## src/inc/nim_map.vh

```
// register map and field positions for the irq mask and drop counters, reset value for the irq mask
`ifndef NIM_MAP_VH
`define NIM_MAP_VH

// ============================================================
// register byte addresses (word aligned)
`define NIM_ADDR_W          4
`define NIM_OFF_IRQ_MASK    4'h0
`define NIM_OFF_DROP_CNT    4'h4
`define NIM_OFF_STATUS_VIEW 4'h8

// ============================================================
// mask register fields
`define NIM_BIT_NORMAL_SUM    16
`define NIM_BIT_ABNORMAL_SUM  15
`define NIM_BIT_EARLY_RX      14
`define NIM_BIT_BUS_ERR       13
`define NIM_BIT_LINK_CHG      12
`define NIM_BIT_TIMER         11
`define NIM_BIT_EARLY_TX      10
`define NIM_BIT_RX_WDOG       9
`define NIM_BIT_RX_STOP       8
`define NIM_BIT_RX_NOBUF      7
`define NIM_BIT_RX_DONE       6
`define NIM_BIT_TX_UNDER      5
`define NIM_BIT_RESERVED      4
`define NIM_BIT_TX_JABBER     3
`define NIM_BIT_TX_NOBUF      2
`define NIM_BIT_TX_STOP       1
`define NIM_BIT_TX_DONE       0
`define NIM_MASK_WIDTH        17
`define NIM_MASK_RESET        17'h0_0000
`define NIM_MASK_WRITABLE     17'h1_FFEF

// ============================================================
// drop counter fields
`define NIM_PURGED_WRAP_BIT   31
`define NIM_PURGED_MSB        30
`define NIM_PURGED_LSB        17
`define NIM_PURGED_WIDTH      14
`define NIM_MISSED_WRAP_BIT   16
`define NIM_MISSED_MSB        15
`define NIM_MISSED_LSB        0
`define NIM_MISSED_WIDTH      16

// ============================================================
// status field for bus error kind
`define NIM_ERRKIND_MSB       24
`define NIM_ERRKIND_LSB       23

`endif

```

## src/rtl/nim_drop_counter.v

```verilog
// saturation-free event counter with sticky wrap flag
`include "nim_map.vh"

module nim_drop_counter #(
  parameter WIDTH = 16
) (
  sysClk,
  rstB,
  countPulse,
  countValue,
  wrapFlag
);
  input              sysClk;
  input              rstB;
  input              countPulse;
  output [WIDTH-1:0] countValue;
  output             wrapFlag;

  reg  [WIDTH-1:0] count_reg;
  reg              wrap_reg;
  wire [WIDTH-1:0] allOnes;

  assign allOnes    = {WIDTH{1'b1}};
  assign countValue = count_reg;
  assign wrapFlag   = wrap_reg;

  // ============================================================
  // count events, remember any wrap past the top
  always @(posedge sysClk)
  begin
    if (!rstB)
    begin
      count_reg <= {WIDTH{1'b0}};
      wrap_reg  <= 1'b0;
    end
    else if (countPulse)
    begin
      count_reg <= count_reg + {{(WIDTH-1){1'b0}}, 1'b1};
      if (count_reg == allOnes)
        wrap_reg <= 1'b1;   // sticky until reset
    end
  end
endmodule // nim_drop_counter

```

## src/rtl/nim_cause_gate.v

```verilog
// per-cause enable gating of status flags into group requests
`include "nim_map.vh"

module nim_cause_gate (
  statusIn,
  maskIn,
  causeActive,
  irqOut
);
  input  [16:0] statusIn;
  input  [16:0] maskIn;
  output [16:0] causeActive;
  output        irqOut;

  wire normalEn;
  wire abnormalEn;

  assign normalEn   = maskIn[`NIM_BIT_NORMAL_SUM];
  assign abnormalEn = maskIn[`NIM_BIT_ABNORMAL_SUM];

  // ============================================================
  // normal group
  // normal summary gating
  // transmit complete cause
  assign causeActive[`NIM_BIT_TX_DONE] = statusIn[0] & maskIn[0] & normalEn;
  // tx buffer unavailable
  assign causeActive[`NIM_BIT_TX_NOBUF] = statusIn[2] & maskIn[2] & normalEn;
  // receive complete cause
  assign causeActive[`NIM_BIT_RX_DONE] = statusIn[6] & maskIn[6] & normalEn;
  // early tx uses normal
  assign causeActive[`NIM_BIT_EARLY_TX] = statusIn[10] & maskIn[10] & normalEn;

  // ============================================================
  // abnormal group
  // abnormal summary gating
  // tx stopped cause
  assign causeActive[`NIM_BIT_TX_STOP] = statusIn[1] & maskIn[1] & abnormalEn;
  // jabber expiry cause
  assign causeActive[`NIM_BIT_TX_JABBER] = statusIn[3] & maskIn[3] & abnormalEn;
  assign causeActive[`NIM_BIT_RESERVED] = 1'b0;
  // tx underrun cause
  assign causeActive[`NIM_BIT_TX_UNDER] = statusIn[5] & maskIn[5] & abnormalEn;
  // rx buffer unavailable
  assign causeActive[`NIM_BIT_RX_NOBUF] = statusIn[7] & maskIn[7] & abnormalEn;
  // rx stopped cause
  assign causeActive[`NIM_BIT_RX_STOP] = statusIn[8] & maskIn[8] & abnormalEn;
  // rx watchdog cause
  assign causeActive[`NIM_BIT_RX_WDOG] = statusIn[9] & maskIn[9] & abnormalEn;
  // timer expiry cause
  assign causeActive[`NIM_BIT_TIMER] = statusIn[11] & maskIn[11] & abnormalEn;
  // bus error cause
  assign causeActive[`NIM_BIT_BUS_ERR] = statusIn[13] & maskIn[13] & abnormalEn;

  // ============================================================
  // own-enable causes with no summary gate
  // link change cause
  assign causeActive[`NIM_BIT_LINK_CHG] = statusIn[12] & maskIn[12];
  // early receive cause
  assign causeActive[`NIM_BIT_EARLY_RX] = statusIn[14] & maskIn[14];
  assign causeActive[16:15] = 2'b00;

  // or of all causes
  assign irqOut = |causeActive;
endmodule // nim_cause_gate

```

## src/rtl/nim_irq_mask_top.v

```verilog
// interrupt mask register, drop counters and avalon slave
// Operation
// normal summary gates bits 0,2,6,10
// abnormal summary gates remaining causes; the code gates causes 12 and 14 by their own mask bits only
// mask bit 14 enables early receive
// bus error needs 13,15,status13
// mask bit 12 enables link change
// timer needs 11,15,status11
// early tx needs 10,16,status10
// rx watchdog needs 9,15,status9
// rx stopped needs 8,15,status8
// rx nobuf needs 7,15,status7
// rx done needs 6,16,status6
// tx underrun needs 5,15,status5
// jabber needs 3,15,status3
// tx nobuf needs 2,16,status2
// tx stopped needs 1,15,status1
// tx done needs 0,16,status0
// 14-bit purged frame counter bits 30:17
// bit 31 flags purged count wrap
// 16-bit missed frame counter bits 15:0
// bit 16 flags missed count wrap
// irq is or of enabled causes
`include "nim_map.vh"

module nim_irq_mask_top (
  sys_clk,
  rst_b,
  avs_address,
  avs_read,
  avs_write,
  avs_writedata,
  avs_byteenable,
  avs_readdata,
  avs_waitrequest,
  avs_response,
  irqStatus,
  busErrKind,
  purgedFrame,
  missedFrame,
  hostIrq
);
  input         sys_clk;
  input         rst_b;
  input  [3:0]  avs_address;
  input         avs_read;
  input         avs_write;
  input  [31:0] avs_writedata;
  input  [3:0]  avs_byteenable;
  output [31:0] avs_readdata;
  output        avs_waitrequest;
  output [1:0]  avs_response;
  input  [16:0] irqStatus;
  input  [1:0]  busErrKind;
  input         purgedFrame;
  input         missedFrame;
  output        hostIrq;

  reg  [16:0] mask_reg;
  reg  [16:0] mask_next;
  reg  [31:0] rdata_reg;
  reg  [31:0] rdata_next;
  reg  [1:0]  resp_reg;
  reg  [1:0]  resp_next;
  reg         ack_reg;
  reg         irq_reg;
  wire [16:0] causeActive;
  wire        irqComb;
  wire [13:0] purgedCount;
  wire        purgedWrap;
  wire [15:0] missedCount;
  wire        missedWrap;
  wire [31:0] dropWord;
  wire [31:0] beMask;
  wire        busReq;
  wire        busDone;

  // ============================================================
  // byte enable expansion
  function [31:0] expandBe;
    input [3:0] be;
    begin
      expandBe = {{8{be[3]}}, {8{be[2]}}, {8{be[1]}}, {8{be[0]}}};
    end
  endfunction

  assign beMask = expandBe(avs_byteenable);
  assign busReq = (avs_read | avs_write) & ~ack_reg;
  // second cycle of a request, waitrequest low
  assign busDone = (avs_read | avs_write) & ack_reg;

  // one wait cycle, answer on second cycle
  assign avs_waitrequest = (avs_read | avs_write) & ~ack_reg;
  assign avs_readdata    = rdata_reg;
  assign avs_response    = resp_reg;
  assign hostIrq         = irq_reg;

  // ============================================================
  // drop counters
  // purged frame counting
  // purged wrap flag
  nim_drop_counter #(
    .WIDTH (`NIM_PURGED_WIDTH)
  ) uPurged (
    .sysClk     (sys_clk),
    .rstB       (rst_b),
    .countPulse (purgedFrame),
    .countValue (purgedCount),
    .wrapFlag   (purgedWrap)
  );

  // missed frame counting
  // missed wrap flag
  nim_drop_counter #(
    .WIDTH (`NIM_MISSED_WIDTH)
  ) uMissed (
    .sysClk     (sys_clk),
    .rstB       (rst_b),
    .countPulse (missedFrame),
    .countValue (missedCount),
    .wrapFlag   (missedWrap)
  );

  assign dropWord = {purgedWrap, purgedCount, missedWrap, missedCount};

  // ============================================================
  // cause gating
  nim_cause_gate uGate (
    .statusIn    (irqStatus),
    .maskIn      (mask_reg),
    .causeActive (causeActive),
    .irqOut      (irqComb)
  );

  // ============================================================
  // register write and read decode
  always @*
  begin
    mask_next  = mask_reg;
    rdata_next = rdata_reg;
    resp_next  = resp_reg;
    if (busReq)
    begin
      resp_next = 2'b00;
      case (avs_address)
        `NIM_OFF_IRQ_MASK:
          rdata_next = {15'h0000, mask_reg};
        `NIM_OFF_DROP_CNT:
          rdata_next = dropWord;   // writes ignored, read only
        `NIM_OFF_STATUS_VIEW:
          rdata_next = {7'h00, busErrKind, 6'h00, irqStatus};  // error kind
        default:
        begin
          rdata_next = 32'h0000_0000;
          resp_next  = 2'b11;     // decode error
        end
      endcase
      if (avs_write)
        rdata_next = 32'h0000_0000;
    end
    // mask write lands only on the edge that ends the second cycle, with waitrequest low
    if (busDone & avs_write & (avs_address == `NIM_OFF_IRQ_MASK))
      mask_next = (mask_reg & ~(beMask[16:0] & `NIM_MASK_WRITABLE)) |
                  (avs_writedata[16:0] & beMask[16:0] & `NIM_MASK_WRITABLE);
  end

  // ============================================================
  // state registers
  always @(posedge sys_clk)
  begin
    if (!rst_b)
    begin
      mask_reg  <= `NIM_MASK_RESET;
      rdata_reg <= 32'h0000_0000;
      resp_reg  <= 2'b00;
      ack_reg   <= 1'b0;
      irq_reg   <= 1'b0;
    end
    else
    begin
      mask_reg  <= mask_next;
      rdata_reg <= rdata_next;
      resp_reg  <= resp_next;
      ack_reg   <= busReq;
      // registered interrupt line
      irq_reg   <= irqComb;
    end
  end
endmodule // nim_irq_mask_top

```

## config.mk

```make
export PLATFORM = sky130hd
export DESIGN_NAME = nim_irq_mask_top
export DESIGN_NICKNAME = d
export VERILOG_FILES = /design/src/rtl/nim_drop_counter.v /design/src/rtl/nim_cause_gate.v /design/src/rtl/nim_irq_mask_top.v
export VERILOG_INCLUDE_DIRS = /design/src /design/src/inc
export SDC_FILE = /design/constraint.sdc
export NUM_CORES = 1
export LEC_CHECK = 0
export BUFFER_PORTS_ARGS = -buffer_cell sky130_fd_sc_hd__buf_4
export CAP_MARGIN = 20
export CORE_MARGIN = 5
export CORE_UTILIZATION = 45
export DETAILED_ROUTE_END_ITERATION = 10
export MAX_ROUTING_LAYER = met4
export PLACE_DENSITY = 0.73
export SYNTH_ARGS = -nofsm -noshare
export SYNTH_HDL_FRONTEND = slang
export SYNTH_SLANG_ARGS = --single-unit
```

## constraint.sdc

```tcl
create_clock -name sys_clk -period 1.45 [get_ports sys_clk]
set_input_delay 0.0725 -clock sys_clk [delete_from_list [all_inputs] [get_ports sys_clk]]
set_output_delay 0.0725 -clock sys_clk [all_outputs]
set_load 0.02 [all_outputs]
```

# After elaboration in Yosys (flattened, before gate mapping)
# Cells that the tools add are included.
op_classes:
  bitwise: 36
  n_addsub: 2
  n_reduce_logical: 5
  mux: 3
  eq_ne: 4
op_table:
  columns: ["cell", "n"]
  rows:
  - ["32-bit case mux with 3 select lines", 1]
  - ["17-bit bitwise AND", 2]
  - ["32-bit 2-to-1 mux", 1]
  - ["1-bit bitwise AND", 30]
  - ["17-bit inverter", 1]
  - ["17-bit bitwise OR", 1]
  - ["16-bit by 1-bit adder with 16-bit output, second input constant", 1]
  - ["16-bit == test, second input constant", 1]
  - ["14-bit by 1-bit adder with 14-bit output, second input constant", 1]
  - ["14-bit == test, second input constant", 1]
  - ["14-bit OR reduction", 1]
  - ["4-bit by 3-bit == test with 1-bit output, second input constant", 1]
  - ["4-bit == test, second input constant", 1]
  - ["4-bit zero test", 1]
  - ["2-bit AND reduction", 2]
  - ["3-bit OR reduction", 1]
  - ["2-bit 2-to-1 mux", 1]
  - ["1-bit inverter", 1]
  - ["1-bit bitwise OR", 1]
totals:
  elab_cells: 59
  regBits: 85
  in_bits: 65
  output_inout_bits: 36

# Depth between registers and ports, before layout
depth:
  ltp_word: 4
  depth_mapped: 5
  mapped_depth_nobuf: 4

# By module
# From an unflattened synthesis, not the netlist that was laid out.
unflattened:
  cells_unflattened: 412
  hier_area_um2: 3872.5
by_module_without_submodules:
  columns: ["mod", "instances", "cells_per_inst", "seq_area_each_um2", "area_per_inst_um2"]
  rows:
  - ["nim_irq_mask_top", 1, 225, 1021.0, 2260.9]
  - ["nim_drop_counter at uMissed", 1, 86, 340.3, 757.0]
  - ["nim_drop_counter at uPurged", 1, 78, 300.3, 693.2]
  - ["nim_cause_gate", 1, 23, 0.0, 161.4]

# Worst setup path after synthesis
# OpenSTA, ideal clock, no wires.
synth_timing:
  path_kind: "reg-to-reg"
  start: "register uPurged.count_reg[0], in the netlist uPurged.countValue[0]"
  end: "register uPurged.count_reg[10], in the netlist uPurged.countValue[10]"
  path_buffers: 0
  setup_time_ns: 0.072
  t_required_ns: 1.378
  slack_ns: -0.044
  synth_period_minus_slack_ns: 1.494
  t_arrival_ns: 1.422
  path_stages_with_launch: 5
  path_cell_list: "dfxtp_1 > ha_1 > nand4_2 > or4_1 > a21oi_1"
synth_between:
  elab_chain_len: 1
synth_rtl:
  columns: ["element", "line", "rtl"]
  rows:
  - ["from (decl)", "nim_drop_counter.v:19", "reg [WIDTH-1:0] count_reg;"]
  - ["from (signal assigned)", "nim_drop_counter.v:33", "count_reg <= {WIDTH{1'b0}};"]
  - ["from (signal assigned)", "nim_drop_counter.v:38", "count_reg <= count_reg + {{(WIDTH-1){1'b0}}, 1'b1};"]
  - ["14-bit by 1-bit adder with 14-bit output", "nim_drop_counter.v:38", null]
# No other way between the ends.
# A chain may end at the register's enable or synchronous reset.

# Final worst setup path
layout_timing:
  start: "register uPurged.count_reg[1], in the netlist uPurged.countValue[1]"
  end: "register uPurged.count_reg[8], in the netlist uPurged.countValue[8]"
# The elaborated chain is that of the path after synthesis.

==> impl_metrics.py <==
metrics = {
    "finish": {
        "final_nets": 611,
        "finish.utilization": 0.633,
        "num_antenna_cells": 0,
        "n_fill_cell": 701,
        "layout_commonest_cell": "buf_4",
        "area_delta_synth_final_pct": 36.4,
        "fin_area_um2": 5230,
        "final_cell_mix": "127 x buf_4, 83 x nand2_1, 77 x dfxtp_1",
        "drive_gt1_frac": 0.325,
        "stdcell_count": 653,
    },
    "min_path": {
        "hold_class": "input port to flop",
        "hp-start": "avs_writedata[3]",
    },
    "drt": {
        "vias": 3796,
        "drc_errors": 0,
        "firstDrtPassIters": 7,
        "avgRoutedWirePerCell_um": 17.1,
        "postRouteWirelength_mm": 11.2,
        "viasPerCell": 5.81,
        "drtIter0Drc": 265,
        "drtAntennaViolNets": 0,
    },
    "power_and_ir_drop": {
        "power_density_nw_per_um2": 809,
        "p_leak_nw": 1.90,
        "peakVddDrop_v": 0.000478,
        "p_total_mw": 4.23,
    },
    "floorplanning": {
        "fp-row-count": 33,
        "coreArea_um2": 8260,
        "start_util": 0.465,
        "dieArea_um2": 10500,
        "dieWidth_um": 102,
        "die_y_um": 102,
        "ios": 101,
    },
    "clock_tree": {
        "path_clk_slew_ns": 0.08,
        "clk_latency_ns": 0.35,
        "h-tree-depth": 3,
        "cts_tree": "done",
        "cts_max_path_buffers": 2,
        "cts_buffers": 9,
        "root_buffer": "clkbuf_8",
        "clock_sinks": 83,
    },
    "setup_path": {
        "crit_family": "simple AND/OR/NAND/NOR gates",
        "arrival_ns": 1.67,
        "cp.required_ns": 1.72,
        "crit_start": "uPurged.countValue[1]",
        "path_buf_inv": 1,
        "crit_chain": "ha_2 > nand4_4 > buf_4 > or3_1 > a21oi_1",
        "critPathLaunchType": "flop",
        "worst_path_max_delay_cell": "dfxtp_1",
        "critical_path.endpoint_type": "flop",
        "r2r-start": "uPurged.countValue[1]",
        "path_max_fanout": 6,
        "cpPeakStageDelay_ns": 0.34,
        "crit_type": "flop to flop",
    },
    "synth": {
        "ys_types": 41,
        "postSynthRegisterBits": 83,
        "synth-edff-count": 0,
        "seq_area_frac_synth": 0.433,
        "synth_ff_type": "dfxtp_1",
        "syn_inst": 416,
        "yosysWarnings": 0,
        "async_reset_ff_frac": 0,
        "synth_fp_nets": 483,
        "syn_avg_cell_area_um2": 9.22,
        "syn_area_um2": 3840,
    },
    "global_route": {
        "grt_remaining_overflow": 0,
        "grt_use_total": 0.222,
        "antenna_found_initial": 0,
        "grt_pass1_vias": 3690,
        "grt_max_degree": 33,
        "grt_pass1_wl_mm": 17.7,
    },
    "job": {
        "maxCapViolCount": 0,
    },
    "sta": {
        "slew_violations": 0,
        "rsz0062_at_grt": "yes",
        "min_period_over_period": 0.961,
        "finalCriticalPeriod_ns": 1.39,
        "holdWs_ns": 0.0144,
        "fmax_ghz": 0.717,
        "max_slew.worst_pin.slew_ns": 0.688,
        "setup_viol": 0,
        "maxSlewHeadroom": 0.541,
        "hold_violations": 0,
        "skew_ns": 0.00993,
    },
    "placed_design": {
        "placed_cell_area_um2": 4830,
        "dp_hpwl_mm": 7.94,
        "gp_congestion": 0.831,
        "dp_cells": 619,
        "port_buffers": 83,
    },
    "outcome": {
        "status": "completed",
    },
}
## cells in the mapped netlist, drive strengths merged, types with 3 or more instances
master / instances / share of area
a21oi: 11 / 0.014
a221oi: 16 / 0.053
a222oi: 16 / 0.042
a22oi: 10 / 0.020
a32oi: 13 / 0.030
buf: 13 / 0.025
clkbuf: 18 / 0.018
dfxtp: 83 / 0.43
inv: 5 / 0.0049
mux2i: 27 / 0.070
nand2: 84 / 0.082
nand2b: 10 / 0.016
nand3: 12 / 0.016
nand4: 12 / 0.023
nor2: 27 / 0.026
nor4: 11 / 0.022
o21ai: 6 / 0.0078
o31ai: 7 / 0.014
or3: 4 / 0.0065
or4: 7 / 0.014
xnor2: 3 / 0.0069
xor2: 5 / 0.011
## power by group
part	switching, mW	leakage [nW]	total (mW)	internal, mW
Combinational	0.256	1.14	0.484	0.228
Clock	0.779	0.0860	1.43	0.653
Sequential	0.0165	0.672	2.31	2.30
## final timing paths
| check | endpoint | depth (start not counted) | slack (ns) |
|---|---|---|---|
| worst max-delay path | uPurged.countValue[8] | 5 | 0.06 |
| worst min register to register | flop | 2 | 0.48 |
| worst min-delay path | flop | 3 | 0.01 |
| worst max register to register | uPurged.countValue[8] | 5 | 0.06 |
## logic make-up after synthesis
kind of cell    share of synthesized area
fa+ha+maj                         0.00652
buf+inv                            0.0492
simple gates                        0.226
xor+xnor                           0.0183
mux                                0.0705
flops                               0.433
compound gates                      0.197
## per-stage QoR
step / setup TNS, ns / worst slack, ns
floorplan: 0 / 0.000648
global placement: -0.00441 / -0.00441
detailed placement: -0.0642 / -0.0526
CTS: 0 / 0.00675
global route: -0.0732 / -0.0235
finish: 0 / 0.0560
## repair_timing
item / CTS / global route
resized for setup: 2 / 14
buffers inserted: 2 / 0
hold buffers: 16 / 0
endpoints found under the hold margin: 16 / 0
setup endpoints to repair: 2 / 19
cloned: 1 / 0
pin swaps: 0 / 1
## per-layer routing
metal | part of all wire | vias to the layer above | routed length, um | GRT usage
li1 | - | 1825 | - | -
met1 | 0.41 | 1813 | 4630 | 0.261
met2 | 0.50 | 142 | 5590 | 0.378
met3 | 0.069 | 16 | 776 | 0.0485
met4 | 0.017 | 0 | 189 | 0.0696
met5 | 0 | - | 0 | -
## worst min-delay path, delay by kind of cell
kind / cells / cell delay, ns
AND/OR/NAND/NOR: 1 / 0.06
multiplexers: 1 / 0.07
buffers and inverters: 1 / 0.11
## final cells by class
cell class | count | area, um2 | share of cell area
multi-input combinational | 297 | 2060 | 0.394
inverter | 6 | 22.5 | 0.00431
sequential | 83 | 1670 | 0.319
tap | 105 | 131 | 0.0251
timing repair buffer | 147 | 1180 | 0.227
clock buffer | 12 | 145 | 0.0277
clock inverter | 3 | 15.0 | 0.00287
(Power assumes the default switching activity.)
